===== config.mk =====
export PLATFORM = sky130hd
export DESIGN_NAME = adc_autoscan_sequencer
export DESIGN_NICKNAME = d
export VERILOG_FILES = /design/src/adc_pkg.sv /design/src/adc_autoscan_sequencer.sv /design/src/adc_result_store.sv /design/src/adc_unit_prescaler.sv
export SDC_FILE = /design/constraint.sdc
export NUM_CORES = 1
export LEC_CHECK = 0
export BUFFER_PORTS_ARGS = -buffer_cell sky130_fd_sc_hd__buf_4
export CAP_MARGIN = 25
export CORE_MARGIN = 8
export CORE_UTILIZATION = 50
export CTS_CLUSTER_SIZE = 40
export DETAILED_ROUTE_END_ITERATION = 12
export PLACE_DENSITY = 0.72
export RECOVER_POWER = 100
export SKIP_CTS_REPAIR_TIMING = 1
export SLEW_MARGIN = 20
export SYNTH_ARGS = -nofsm -noshare
export SYNTH_HDL_FRONTEND = slang
export SYNTH_SLANG_ARGS = --single-unit

===== constraint.sdc =====
create_clock -name clock -period 4.87 [get_ports clock]
set_input_delay 0.487 -clock clock [delete_from_list [all_inputs] [get_ports clock]]
set_output_delay 0.487 -clock clock [all_outputs]
set_load 0.03 [all_outputs]

===== src/adc_pkg.sv =====
// shared constants, register map and carrier types of the converter sequencer
package adc_pkg;
	localparam int       CHANNELS     = 16;
	localparam int       CHAN_W       = 4;
	localparam int       RESULT_W     = 10;
	localparam int       DIV_W        = 3;
	localparam int       PRIO_W       = 3;
	// register byte offsets
	localparam logic [7:0] ADDR_DATA_BASE    = 8'h00;
	localparam logic [7:0] ADDR_DATA_LAST    = 8'h1f;
	localparam logic [7:0] ADDR_THRESH_BASE  = 8'h20;
	localparam logic [7:0] ADDR_STATUS       = 8'h24;
	localparam logic [7:0] ADDR_COMPARE      = 8'h25;
	localparam logic [7:0] ADDR_CONTROL_ONE  = 8'hfc;
	localparam logic [7:0] ADDR_CONTROL_TWO  = 8'hfd;
	// adc_control_two fields
	localparam int       DIV_LSB      = 5;
	localparam int       POWER_BIT    = 4;
	localparam int       RUN_BIT      = 3;
	localparam int       REPEAT_BIT   = 2;
	localparam int       EXT_MASK_BIT = 1;
	localparam int       TMR_MASK_BIT = 0;
	// adc_control_one fields
	localparam int       WDSEL_LSB    = 4;
	localparam int       FIRST_LSB    = 0;
	// status fields
	localparam int       ALARM_BIT    = 7;
	localparam int       DONE_BIT     = 6;
	localparam int       ALARM_EN_BIT = 5;
	localparam int       DONE_EN_BIT  = 4;
	localparam int       PRIO_LSB     = 0;
	// reset values
	localparam logic [7:0] CONTROL_RESET = 8'h00;
	localparam logic [7:0] STATUS_RESET  = 8'h00;
	localparam logic [7:0] THRESH_RESET  = 8'h00;
	// conversion timing in converter clock units
	localparam logic [4:0] SAMPLE_UNITS = 5'h08;
	localparam logic [4:0] CONV_UNITS   = 5'h1c;
	localparam logic [3:0] LAST_CHANNEL = 4'hf;
	// trigger history: high then two lows
	localparam logic [2:0] TRIG_IDLE    = 3'h7;
	localparam logic [2:0] TRIG_SEEN    = 3'h4;

	typedef struct packed {
		logic [7:0] addr;
		logic [7:0] wdata;
		logic       wr;
		logic       rd;
	} reg_bus_type;

	typedef struct packed {
		logic                en;
		logic [CHAN_W-1:0]   chan;
		logic [RESULT_W-1:0] data;
	} result_write_type;

	typedef enum logic [1:0] {
		SEQ_IDLE    = 2'b00,
		SEQ_SAMPLE  = 2'b01,
		SEQ_CONVERT = 2'b10
	} seq_state_type;
endpackage : adc_pkg


===== src/adc_autoscan_sequencer.sv =====
// autoscan sequencer, triggers, watchdog and register file of the converter
`timescale 1ns/10ps
// Behaviour
// - converter clock is system clock halved, divided
// - sample 8 units, convert 28 units total
// - repeat bit selects continuous else single mode
// - start at first channel, step up to 15
// - first channel all ones converts channel 15 only
// - run bit starts scan, results stored per channel
// - single mode clears run bit after channel 15
// - continuous mode restarts at first channel, loops
// - sequence done request after every channel 15
// - new result overwrites old one, no buffer
// - masked pin and timer triggers ORed start
// - two adjacent watchdog channels checked against thresholds
// - two maskable requests, fixed order, priority level
// - power bit idles converter at low power
// - sixteen channels, ten bit results
// - triggers ignored while run bit set
// - result split high nine-two, low one-zero top
// - watchdog served first, sequence done held pending
module adc_autoscan_sequencer #(
	parameter int CHANNEL_COUNT = adc_pkg::CHANNELS,
	parameter int RESULT_WIDTH  = adc_pkg::RESULT_W
) (
	input  wire logic                        clock,
	input  wire logic                        reset,
	input  wire adc_pkg::reg_bus_type        bus,
	output logic [7:0]                       rd_data_q,
	input  wire logic                        external_trigger_input,
	input  wire logic                        timer_trigger_input,
	input  wire logic [adc_pkg::RESULT_W-1:0] conv_result,
	output logic [adc_pkg::CHAN_W-1:0]       analog_channel_q,
	output logic                             sampling_q,
	output logic                             converting_q,
	output logic                             power_enable_q,
	output logic                             converter_clock,
	output logic                             irq_request_q,
	output logic                             irq_watchdog_q,
	output logic [adc_pkg::PRIO_W-1:0]       irq_level_q
);
	import adc_pkg::*;

	if (CHANNEL_COUNT != CHANNELS || RESULT_WIDTH != RESULT_W) begin : size_check
		$error("sequencer serves sixteen channels of ten bits only");
	end

	logic [CHAN_W-1:0]   first_channel_field_q;
	logic [CHAN_W-1:0]   watchdog_channel_select_q;
	logic [DIV_W-1:0]    clock_divider_field_q;
	logic                power_on_q;
	logic                conversion_run_bit_q;
	logic                repeat_mode_q;
	logic                external_trigger_mask_q;
	logic                timer_trigger_mask_q;
	logic [7:0]          threshold_q [4];
	logic                window_alarm_flag_q;
	logic                sequence_done_flag_q;
	logic                alarm_mask_q;
	logic                done_mask_q;
	logic [PRIO_W-1:0]   priority_level_q;
	logic [3:0]          compare_flags_q;
	seq_state_type       state_q;
	logic [4:0]          unit_count_q;
	logic [CHAN_W-1:0]   chan_q;
	logic [2:0]          ext_hist_q;
	logic [2:0]          tmr_hist_q;
	logic                unit_tick;
	logic                active;
	logic                conv_done;
	logic                last_done;
	logic                trigger_event;
	logic                trigger_start;
	logic                wr_ctl1;
	logic                wr_ctl2;
	logic                wr_status;
	logic [3:0]          new_flags;
	logic [RESULT_W-1:0] read_result;
	logic [7:0]          read_value;
	logic                alarm_pend;
	logic                done_pend;
	result_write_type    result_wr;

	// exact byte address match
	function automatic logic hit(input logic [7:0] addr, input logic [7:0] offset);
		hit = (addr == offset);
	endfunction : hit

	assign wr_ctl1   = bus.wr && hit(bus.addr, ADDR_CONTROL_ONE);
	assign wr_ctl2   = bus.wr && hit(bus.addr, ADDR_CONTROL_TWO);
	assign wr_status = bus.wr && hit(bus.addr, ADDR_STATUS);

	// trigger history, a pulse needs two low samples
	always_ff @(posedge clock) begin
		if (reset) begin
			ext_hist_q <= TRIG_IDLE;
			tmr_hist_q <= TRIG_IDLE;
		end else begin
			ext_hist_q <= {ext_hist_q[1:0], external_trigger_input};
			tmr_hist_q <= {tmr_hist_q[1:0], timer_trigger_input};
		end
	end

	// masked sources ORed into one start
	assign trigger_event = ((ext_hist_q == TRIG_SEEN) && external_trigger_mask_q)
		|| ((tmr_hist_q == TRIG_SEEN) && timer_trigger_mask_q);
	assign trigger_start = trigger_event && !conversion_run_bit_q;

	assign active    = conversion_run_bit_q && power_on_q;
	assign conv_done = (state_q == SEQ_CONVERT) && active && unit_tick
		&& (unit_count_q == CONV_UNITS - 5'h01);
	assign last_done = conv_done && (chan_q == LAST_CHANNEL);

	// control one: watchdog select and first channel
	always_ff @(posedge clock) begin
		if (reset) begin
			first_channel_field_q     <= CONTROL_RESET[FIRST_LSB +: CHAN_W];
			watchdog_channel_select_q <= CONTROL_RESET[WDSEL_LSB +: CHAN_W];
		end else if (wr_ctl1) begin
			first_channel_field_q     <= bus.wdata[FIRST_LSB +: CHAN_W];
			watchdog_channel_select_q <= bus.wdata[WDSEL_LSB +: CHAN_W];
		end
	end

	// control two: divider, power, mode and trigger masks
	always_ff @(posedge clock) begin
		if (reset) begin
			clock_divider_field_q   <= CONTROL_RESET[DIV_LSB +: DIV_W];
			power_on_q              <= CONTROL_RESET[POWER_BIT];
			repeat_mode_q           <= CONTROL_RESET[REPEAT_BIT];
			external_trigger_mask_q <= CONTROL_RESET[EXT_MASK_BIT];
			timer_trigger_mask_q    <= CONTROL_RESET[TMR_MASK_BIT];
		end else if (wr_ctl2) begin
			clock_divider_field_q   <= bus.wdata[DIV_LSB +: DIV_W];
			power_on_q              <= bus.wdata[POWER_BIT];
			repeat_mode_q           <= bus.wdata[REPEAT_BIT];
			external_trigger_mask_q <= bus.wdata[EXT_MASK_BIT];
			timer_trigger_mask_q    <= bus.wdata[TMR_MASK_BIT];
		end
	end

	// run bit set by software or trigger; trigger beats a software clear
	// single mode drops it after channel 15
	always_ff @(posedge clock) begin
		if (reset) begin
			conversion_run_bit_q <= CONTROL_RESET[RUN_BIT];
		end else if (trigger_start) begin
			conversion_run_bit_q <= 1'b1;
		end else if (wr_ctl2) begin
			conversion_run_bit_q <= bus.wdata[RUN_BIT];
		end else if (last_done && !repeat_mode_q) begin
			conversion_run_bit_q <= 1'b0;
		end
	end

	// prescaler only runs during a scan to save power between groups;
	// it starts with the run bit so the first unit is no longer than the rest
	adc_unit_prescaler prescaler (
		.clock             (clock),
		.reset             (reset),
		.enable            (active),
		.divider           (clock_divider_field_q),
		.unit_tick_q       (unit_tick),
		.converter_clock_q (converter_clock)
	);

	// repeat bit picks restart or stop
	always_ff @(posedge clock) begin
		if (reset) begin
			state_q      <= SEQ_IDLE;
			unit_count_q <= 5'h00;
			chan_q       <= 4'h0;
		end else begin
			case (state_q)
				SEQ_IDLE: begin
					unit_count_q <= 5'h00;
					// all ones loads channel 15 directly
					if (active) begin
						state_q <= SEQ_SAMPLE;
						chan_q  <= first_channel_field_q;
					end
				end
				SEQ_SAMPLE: begin
					if (!active) begin
						state_q <= SEQ_IDLE;
					end else if (unit_tick) begin
						unit_count_q <= unit_count_q + 5'h01;
						if (unit_count_q == SAMPLE_UNITS - 5'h01) begin
							state_q <= SEQ_CONVERT;
						end
					end
				end
				SEQ_CONVERT: begin
					if (!active) begin
						state_q <= SEQ_IDLE;
					end else if (conv_done) begin
						unit_count_q <= 5'h00;
						if (chan_q != LAST_CHANNEL) begin
							chan_q  <= chan_q + 4'h1;
							state_q <= SEQ_SAMPLE;
						end else if (repeat_mode_q) begin
							// continuous loop back to first channel
							chan_q  <= first_channel_field_q;
							state_q <= SEQ_SAMPLE;
						end else begin
							state_q <= SEQ_IDLE;
						end
					end else if (unit_tick) begin
						unit_count_q <= unit_count_q + 5'h01;
					end
				end
				default: begin
					state_q <= SEQ_IDLE;
				end
			endcase
		end
	end

	// store each result in its channel
	assign result_wr.en   = conv_done;
	assign result_wr.chan = chan_q;
	assign result_wr.data = conv_result;

	adc_result_store #(.DEPTH(CHANNELS)) results (
		.clock     (clock),
		.write     (result_wr),
		.read_chan (bus.addr[4:1]),
		.read_data (read_result)
	);

	// channel A at select, B next one up; upper is at or above, lower below
	always_comb begin
		new_flags = 4'h0;
		if (conv_done && chan_q == watchdog_channel_select_q) begin
			new_flags[3] = conv_result[9:2] >= threshold_q[0];
			new_flags[2] = conv_result[9:2] <  threshold_q[1];
		end
		if (conv_done && chan_q == watchdog_channel_select_q + 4'h1) begin
			new_flags[1] = conv_result[9:2] >= threshold_q[2];
			new_flags[0] = conv_result[9:2] <  threshold_q[3];
		end
	end

	// thresholds: upper A, lower A, upper B, lower B
	always_ff @(posedge clock) begin
		if (reset) begin
			for (int i = 0; i < 4; i++) begin
				threshold_q[i] <= THRESH_RESET;
			end
		end else if (bus.wr && bus.addr[7:2] == ADDR_THRESH_BASE[7:2]) begin
			threshold_q[bus.addr[1:0]] <= bus.wdata;
		end
	end

	// compare flags clear with the alarm flag, new hits win
	always_ff @(posedge clock) begin
		if (reset) begin
			compare_flags_q <= 4'h0;
		end else if (wr_status && !bus.wdata[ALARM_BIT]) begin
			compare_flags_q <= new_flags;
		end else begin
			compare_flags_q <= compare_flags_q | new_flags;
		end
	end

	// sticky request flags, hardware set beats software clear
	// every channel 15 end sets the done flag
	always_ff @(posedge clock) begin
		if (reset) begin
			window_alarm_flag_q  <= STATUS_RESET[ALARM_BIT];
			sequence_done_flag_q <= STATUS_RESET[DONE_BIT];
			alarm_mask_q         <= STATUS_RESET[ALARM_EN_BIT];
			done_mask_q          <= STATUS_RESET[DONE_EN_BIT];
			priority_level_q     <= STATUS_RESET[PRIO_LSB +: PRIO_W];
		end else if (wr_status) begin
			window_alarm_flag_q  <= bus.wdata[ALARM_BIT] || (|new_flags);
			sequence_done_flag_q <= bus.wdata[DONE_BIT] || last_done;
			alarm_mask_q         <= bus.wdata[ALARM_EN_BIT];
			done_mask_q          <= bus.wdata[DONE_EN_BIT];
			priority_level_q     <= bus.wdata[PRIO_LSB +: PRIO_W];
		end else begin
			window_alarm_flag_q  <= window_alarm_flag_q || (|new_flags);
			sequence_done_flag_q <= sequence_done_flag_q || last_done;
		end
	end

	assign alarm_pend = window_alarm_flag_q && alarm_mask_q;
	assign done_pend  = sequence_done_flag_q && done_mask_q;

	// watchdog first, done stays flagged until served
	always_ff @(posedge clock) begin
		if (reset) begin
			irq_request_q  <= 1'b0;
			irq_watchdog_q <= 1'b0;
			irq_level_q    <= 3'h0;
		end else begin
			irq_request_q  <= alarm_pend || done_pend;
			irq_watchdog_q <= alarm_pend;
			irq_level_q    <= priority_level_q;
		end
	end

	// analog side strobes, one cycle behind the sequencer state
	always_ff @(posedge clock) begin
		if (reset) begin
			analog_channel_q <= 4'h0;
			sampling_q       <= 1'b0;
			converting_q     <= 1'b0;
			power_enable_q   <= 1'b0;
		end else begin
			analog_channel_q <= chan_q;
			sampling_q       <= state_q == SEQ_SAMPLE;
			converting_q     <= state_q == SEQ_CONVERT;
			power_enable_q   <= power_on_q;
		end
	end

	// high byte bits 9:2, low byte bits 1:0 on top
	always_comb begin
		read_value = 8'h00;
		if (bus.addr <= ADDR_DATA_LAST) begin
			read_value = bus.addr[0] ? {read_result[1:0], 6'h00} : read_result[9:2];
		end else if (bus.addr[7:2] == ADDR_THRESH_BASE[7:2]) begin
			read_value = threshold_q[bus.addr[1:0]];
		end else if (hit(bus.addr, ADDR_STATUS)) begin
			read_value = {window_alarm_flag_q, sequence_done_flag_q, alarm_mask_q,
				done_mask_q, 1'b0, priority_level_q};
		end else if (hit(bus.addr, ADDR_COMPARE)) begin
			read_value = {compare_flags_q, 4'h0};
		end else if (hit(bus.addr, ADDR_CONTROL_ONE)) begin
			read_value = {watchdog_channel_select_q, first_channel_field_q};
		end else if (hit(bus.addr, ADDR_CONTROL_TWO)) begin
			read_value = {clock_divider_field_q, power_on_q, conversion_run_bit_q,
				repeat_mode_q, external_trigger_mask_q, timer_trigger_mask_q};
		end
	end

	// read data stand only in the cycle after the strobe
	always_ff @(posedge clock) begin
		if (reset) begin
			rd_data_q <= 8'h00;
		end else begin
			rd_data_q <= bus.rd ? read_value : 8'h00;
		end
	end
endmodule : adc_autoscan_sequencer


===== src/adc_result_store.sv =====
// per-channel conversion result memory, one word holds both register halves
`timescale 1ns/10ps
module adc_result_store #(
	parameter int DEPTH = adc_pkg::CHANNELS
) (
	input  wire logic                         clock,
	input  wire adc_pkg::result_write_type    write,
	input  wire logic [adc_pkg::CHAN_W-1:0]   read_chan,
	output logic      [adc_pkg::RESULT_W-1:0] read_data
);
	import adc_pkg::*;
	logic [RESULT_W-1:0] mem [DEPTH];

	if (DEPTH != (1 << CHAN_W)) begin : depth_check
		$error("result store depth must match the channel field");
	end

	always_ff @(posedge clock) begin
		if (write.en) begin
			mem[write.chan] <= write.data;
		end
	end

	assign read_data = mem[read_chan];
endmodule : adc_result_store


===== src/adc_unit_prescaler.sv =====
// converter clock divider producing the conversion unit tick
`timescale 1ns/10ps
module adc_unit_prescaler (
	input  wire logic                     clock,
	input  wire logic                     reset,
	input  wire logic                     enable,
	input  wire logic [adc_pkg::DIV_W-1:0] divider,
	output logic                          unit_tick_q,
	output logic                          converter_clock_q
);
	import adc_pkg::*;
	logic [DIV_W-1:0] count_q;
	logic [DIV_W-1:0] limit;

	// a zero divider would stall the unit; it is served as one
	assign limit = (divider == 3'h0) ? 3'h1 : divider;

	always_ff @(posedge clock) begin
		if (reset || !enable) begin
			count_q           <= 3'h0;
			converter_clock_q <= 1'b0;
			unit_tick_q       <= 1'b0;
		end else begin
			unit_tick_q <= 1'b0;
			if (count_q == limit - 3'h1) begin
				count_q           <= 3'h0;
				converter_clock_q <= ~converter_clock_q;
				unit_tick_q       <= converter_clock_q; // end of a full period
			end else begin
				count_q <= count_q + 3'h1;
			end
		end
	end
endmodule : adc_unit_prescaler


---- Word level (Yosys, flattened, before mapping) ----
Memory sizes are Yosys's and may differ from the RTL's.
Index checks and enable logic that the tools add are counted.
Widths: inputs -> output; s select.
cells by class
  mux-type cells .......................... 46
  shift operators ......................... 0
  equality and inequality tests ........... 24
  magnitude comparators ................... 5
  bitwise operators ....................... 4
  div/mod/pow operators ................... 0
  add/subtract/negate cells ............... 5
  reductions and logical operators ........ 42
  multipliers ............................. 0
operators by type and width
  kind                 number
  $mux 8               8
  $mux 4               6
  $mux 5               4
  $logic_and 1x1->1    18
  $mux 2               9
  $eq 8x6->1 const B   2
  $eq 8x8->1 const B   2
  $ge 8x8->1           2
  $lt 8x8->1           2
  $mux 1               15
  $pmux 5 s3           1
  $ne 3x3->1 const B   3
  $add 4x1->4 const B  2
  $eq 4x4->1           2
  $le 8x5->1 const B   1
  $ne 2x2->1 const B   4
  $pmux 4 s2           1
  $reduce_or 8->1      1
  $logic_or 1x1->1     7
  $eq 3x3->1 const B   2
  $eq 6x4->1 const B   1
  $pmux 2 s3           1
  $reduce_bool 3->1    2
  $reduce_or 2->1      3
  22 further kinds     27
storage, ports and cells
  memory bits (read-only) ................. 0
  input port bits ......................... 32
  bits in writable memories ............... 192
  logic and storage cells ................. 158
  bits in latches ......................... 0
  memories ................................ 2
  register bits ........................... 69
memory list
  name         words  bits a word  rd ports  clocked after Yosys merged registers in  write ports  line                          source
  results.mem  16     10           1         0                                        1            adc_result_store.sv:12        logic [RESULT_W-1:0] mem [DEPTH];
  threshold_q  4      8            5         0                                        4            adc_autoscan_sequencer.sv:56  logic [7:0] threshold_q [4];

---- Depth between registers and ports, before layout ----
  depth in word-level cells ............... 9
  depth in mapped cells ................... 10

---- Cells and area by module ----
From an unflattened synthesis, not the netlist that was laid out.
unflattened totals
  cell total of the unflattened synthesis .. 809
  area, all modules ....................... 11442.2 um2
modules (own cells, without submodules)
  module                  seq. area each (um2)  times used  cells an instance  area an instance (um2)
  adc_result_store        4804.6                1           269                6153.4
  adc_autoscan_sequencer  2242.2                1           514                5027.3
  adc_unit_prescaler      100.1                 1           26                 261.5

---- Worst setup path after synthesis ----
OpenSTA, ideal clock, no wires.
  kind .................................... register to register
  start point ............................. register state_q[0]
  end point ............................... memory results.mem[0][0], enable pin
  arrival ................................. 2.001 ns
  stages on the path, launching flop included .. 8
  slack ................................... 2.479 ns
  setup time .............................. 0.390 ns
  clock period less this slack ............ 2.391 ns
  cells stage by stage .................... dfxtp_1 -> inv_1 -> ha_1 -> buf_4 -> nand3_1 -> nor3_2 -> nand2_1 -> nor3_1
between the ends
  cells in the longest elaborated chain, start to end .. 6
RTL lines
  what                            line                           source
  start: declaration              adc_autoscan_sequencer.sv:63   seq_state_type state_q;
  start signal: assignment        adc_autoscan_sequencer.sv:170  state_q <= SEQ_IDLE;
  start signal: assignment        adc_autoscan_sequencer.sv:179  state_q <= SEQ_SAMPLE;
  start signal: assignment        adc_autoscan_sequencer.sv:185  state_q <= SEQ_IDLE;
  $eq 2x2->1                      adc_autoscan_sequencer.sv:110  assign conv_done = (state_q == SEQ_CONVERT) && active && unit_tick
  $logic_and 1x1->1 (2 in a row)  adc_autoscan_sequencer.sv:110
  $logic_and 1x1->1               adc_autoscan_sequencer.sv:111  && (unit_count_q == CONV_UNITS - 5'h01);
  $mux 1                          adc_result_store.sv:19         if (write.en) begin
  $mux 1 (not written as such)    adc_result_store.sv:20         mem[write.chan] <= write.data;
  end: declaration                adc_result_store.sv:12
No other way between the ends.

---- Final worst setup path ----
  start point ............................. register state_q[0]
  end point ............................... memory results.mem[9][2], enable pin
Same word-level chain as after synthesis.

==> metrics <==
final setup TNS=0 ns; Placed Area=0.01220 mm^2; Clock Latency Late Sink=0.54 ns; largest net degree at the start of global routing=60; total track usage=19.42%; CORE AREA=0.02271 mm^2; post-synthesis sequential area ratio=61.78%; M3 GR Usage=5.379%; Max Buffers Root-to-Sink=3; Post-Syn Area=0.01157 mm^2; top cells by area, synth=edfxtp_1 (50%), dfxtp_1 (12%), mux4_2 (9.3%); global-route met2 utilization=30.81%; worst hold-check path type=input pin to register; IO Count=53; main flop type after synthesis=edfxtp_1; # setup viols final=0; unrepaired setup endpoints after global routing=no; fmax=290.8 MHz; Unique masters post-synth=73; critical path required time=5.06 ns; Slew Viols, Final=60; gpl congestion=0.9061; Routed WL=27.69 mm; Layout area overhead=12.26%; Wirelength per Cell=23.61 um; Post-synth EDFFs=192; first-pass detailed-route iteration total=6; GR Overflow Total=0; Lkg Pwr=4.659 nW; most frequent cells in the layout=edfxtp_1 (192), dfxtp_1 (69), nor2_1 (54); slowest stage delay, CP=0.86 ns; Final period util=70.61%; Crit Path Max Fanout=9; Port Buf Inserts=52; DRT antenna net count=0; number of clock sinks=261; worst reg-to-reg setup slack=1.43 ns; non-filler instance count after layout=1173; Final min period=3.439 ns; total power=4.848 mW; Worst-path clk slew=0.06 ns; Final #Nets=942; Post-synth ARST share=0%; DR iter-0 viols=764; CTS Buf Count=28; delay-heaviest family, CP=simple AND/OR/NAND/NOR gates; Yosys warning count=0; r2r endpoint=results.mem[9][2]; Synth Instances=809; mean post-synth cell area=14.30 um^2; CP endpoint=results.mem[9][2]; DP Wirelength=18.85 mm; Inserted Diodes=0; htree depth=1; origin of the worst setup path=state_q[0]; cells on worst reg2reg path=7; Yosys top cell area share=49.84%; register bit total from synthesis=261; M1 GR Usage=25.73%; RR Startpoint=state_q[0]; violated checks=max-capacitance violations, max-slew violations; Max Cap Violations=1; Synthesized Nets=884; CP Class=register to register; Worst EP arrival=3.63 ns; number of global-route vias before repair=7019; GRT Max-Usage Layer=met2; initial cell density of the core=50.94%; pwr/cell area=373.4 mW/mm^2; Die W=168.1 um; initial antenna violation count=0; startpoint type of the worst setup path=register; outcome=finished, violations left; average vias per placed instance=6.044; crit end category=register; crit path cell chain=inv_1 > ha_1 > nand3_1 > nor3_1 > nand2_1 > nor2_1 > clkbuf_1; Vias=7090; detailed-route DRC error count=0; Hold Fails Final Rpt=0; Worst VDD drop=236.9 uV; CTS tree=done; Max-Slew Margin vs Limit=-74.91%; slew of the pin with the lowest slew margin=2.624 ns; WP buf/inv=2; critical path's slowest cell=nor3_1; commonest non-fill, non-tap cell in the layout=edfxtp_1; root cell of the clock tree=clkbuf_16; row cnt=55; first-pass GRT wire length=41.95 mm; Die ar.=0.02826 mm^2; WP depth=7; share of cells above drive strength 1=15.20%; Die Y=168.1 um; area leader, netlist=edfxtp_1; placed cells=1119; fin area=0.01299 mm^2; Layout Skew=0.007194 ns
==> layer usage <==
| layer | up-vias | part of all wire [%] |
|---|---|---|
| met4 | 0 | 2.2 |
| li1 | 3205 | - |
| met1 | 3533 | 42 |
| met3 | 49 | 9.3 |
| met2 | 303 | 47 |
| met5 | - | 0 |
==> worst reg2reg max path, stage by stage, from the launching register on <==
cell	delay [ns]
dfxtp_1	0.35
inv_1	0.09
ha_1	0.35
nand3_1	0.15
nor3_1	0.86
nand2_1	0.27
nor2_1	0.64
clkbuf_1	0.40
==> where the power goes <==
part / switching [mW] / internal (mW)
logic: 0.160 / 0.101
registers: 0.0119 / 2.40
clock network: 0.850 / 1.32
total: 1.02 / 3.83
==> kinds of logic (layout without fill, tap and decap cells) <==
kind of cell | Yosys count | count (layout) | synth area share [%]
adders and majority gates | 43 | 43 | 4.651
muxes | 89 | 89 | 12.95
buffers and inverters | 82 | 161 | 3.180
xor gates and xnor gates | 16 | 16 | 1.212
AOI/OAI and AO/OA | 104 | 104 | 6.155
and+or+nand+nor | 214 | 214 | 10.07
DFF | 261 | 261 | 61.78
==> Yosys cell counts (7+ instances only) <==
cell type	n
nand2_1	34
mux2i_1	36
xor2_1	8
nand3_1	10
o21ai_0	14
inv_1	45
nor3_1	11
nand4_1	8
nor2_1	54
nor2b_1	11
xnor2_1	8
and3_1	19
dfxtp_1	69
buf_4	7
ha_1	43
o22ai_1	8
mux4_2	48
nand2b_1	8
or2_2	7
clkbuf_1	16
buf_2	9
edfxtp_1	192
a21oi_1	34
and2_1	23
==> sequential cells by signal (all words and copies together), names as in the netlist, 4 cells and up <==
| name | flops |
|---|---|
| analog_channel_q | 4 |
| compare_flags_q | 4 |
| watchdog_channel_select_q | 4 |
| first_channel_field_q | 4 |
| threshold_q | 32 |
| rd_data_q | 8 |
| chan_q | 4 |
| results.mem | 160 |
| unit_count_q | 5 |
==> metrics by stage <==
| step | hold WS, ns | worst slack [ns] | util (%) |
|---|---|---|---|
| floorplan | 0.4062 | 2.479 | - |
| global placement | 0.4188 | 1.861 | 53.56 |
| detailed placement | 0.4176 | 1.824 | 53.72 |
| CTS | 0.1219 | 1.867 | 57.96 |
| global route | 0.1370 | 1.256 | 57.18 |
| finish | 0.1332 | 1.432 | 57.18 |
==> cell type report <==
cell class / count / area, um^2
Clock buffer: 38 / 810.8
Clock inverter: 13 / 150.1
Fill cell: 1813 / 9724
Inverter: 46 / 172.7
Multi-Input combinational cell: 466 / 4031
Sequential cell: 261 / 7147
Tap cell: 285 / 356.6
Timing Repair Buffer: 64 / 316.6
==> worst min-delay path by stage <==
stage	slack (ns)	from	endpoint	cells after the start
floorplan	0.41	ext_hist_q[1]	ext_hist_q[2]	1
global placement	0.42	tmr_hist_q[1]	tmr_hist_q[2]	1
detailed placement	0.42	tmr_hist_q[1]	tmr_hist_q[2]	1
CTS	0.12	timer_trigger_input	tmr_hist_q[0]	2
global route	0.14	external_trigger_input	ext_hist_q[0]	2
finish	0.13	timer_trigger_input	tmr_hist_q[0]	2
(Power assumes the default switching activity.)
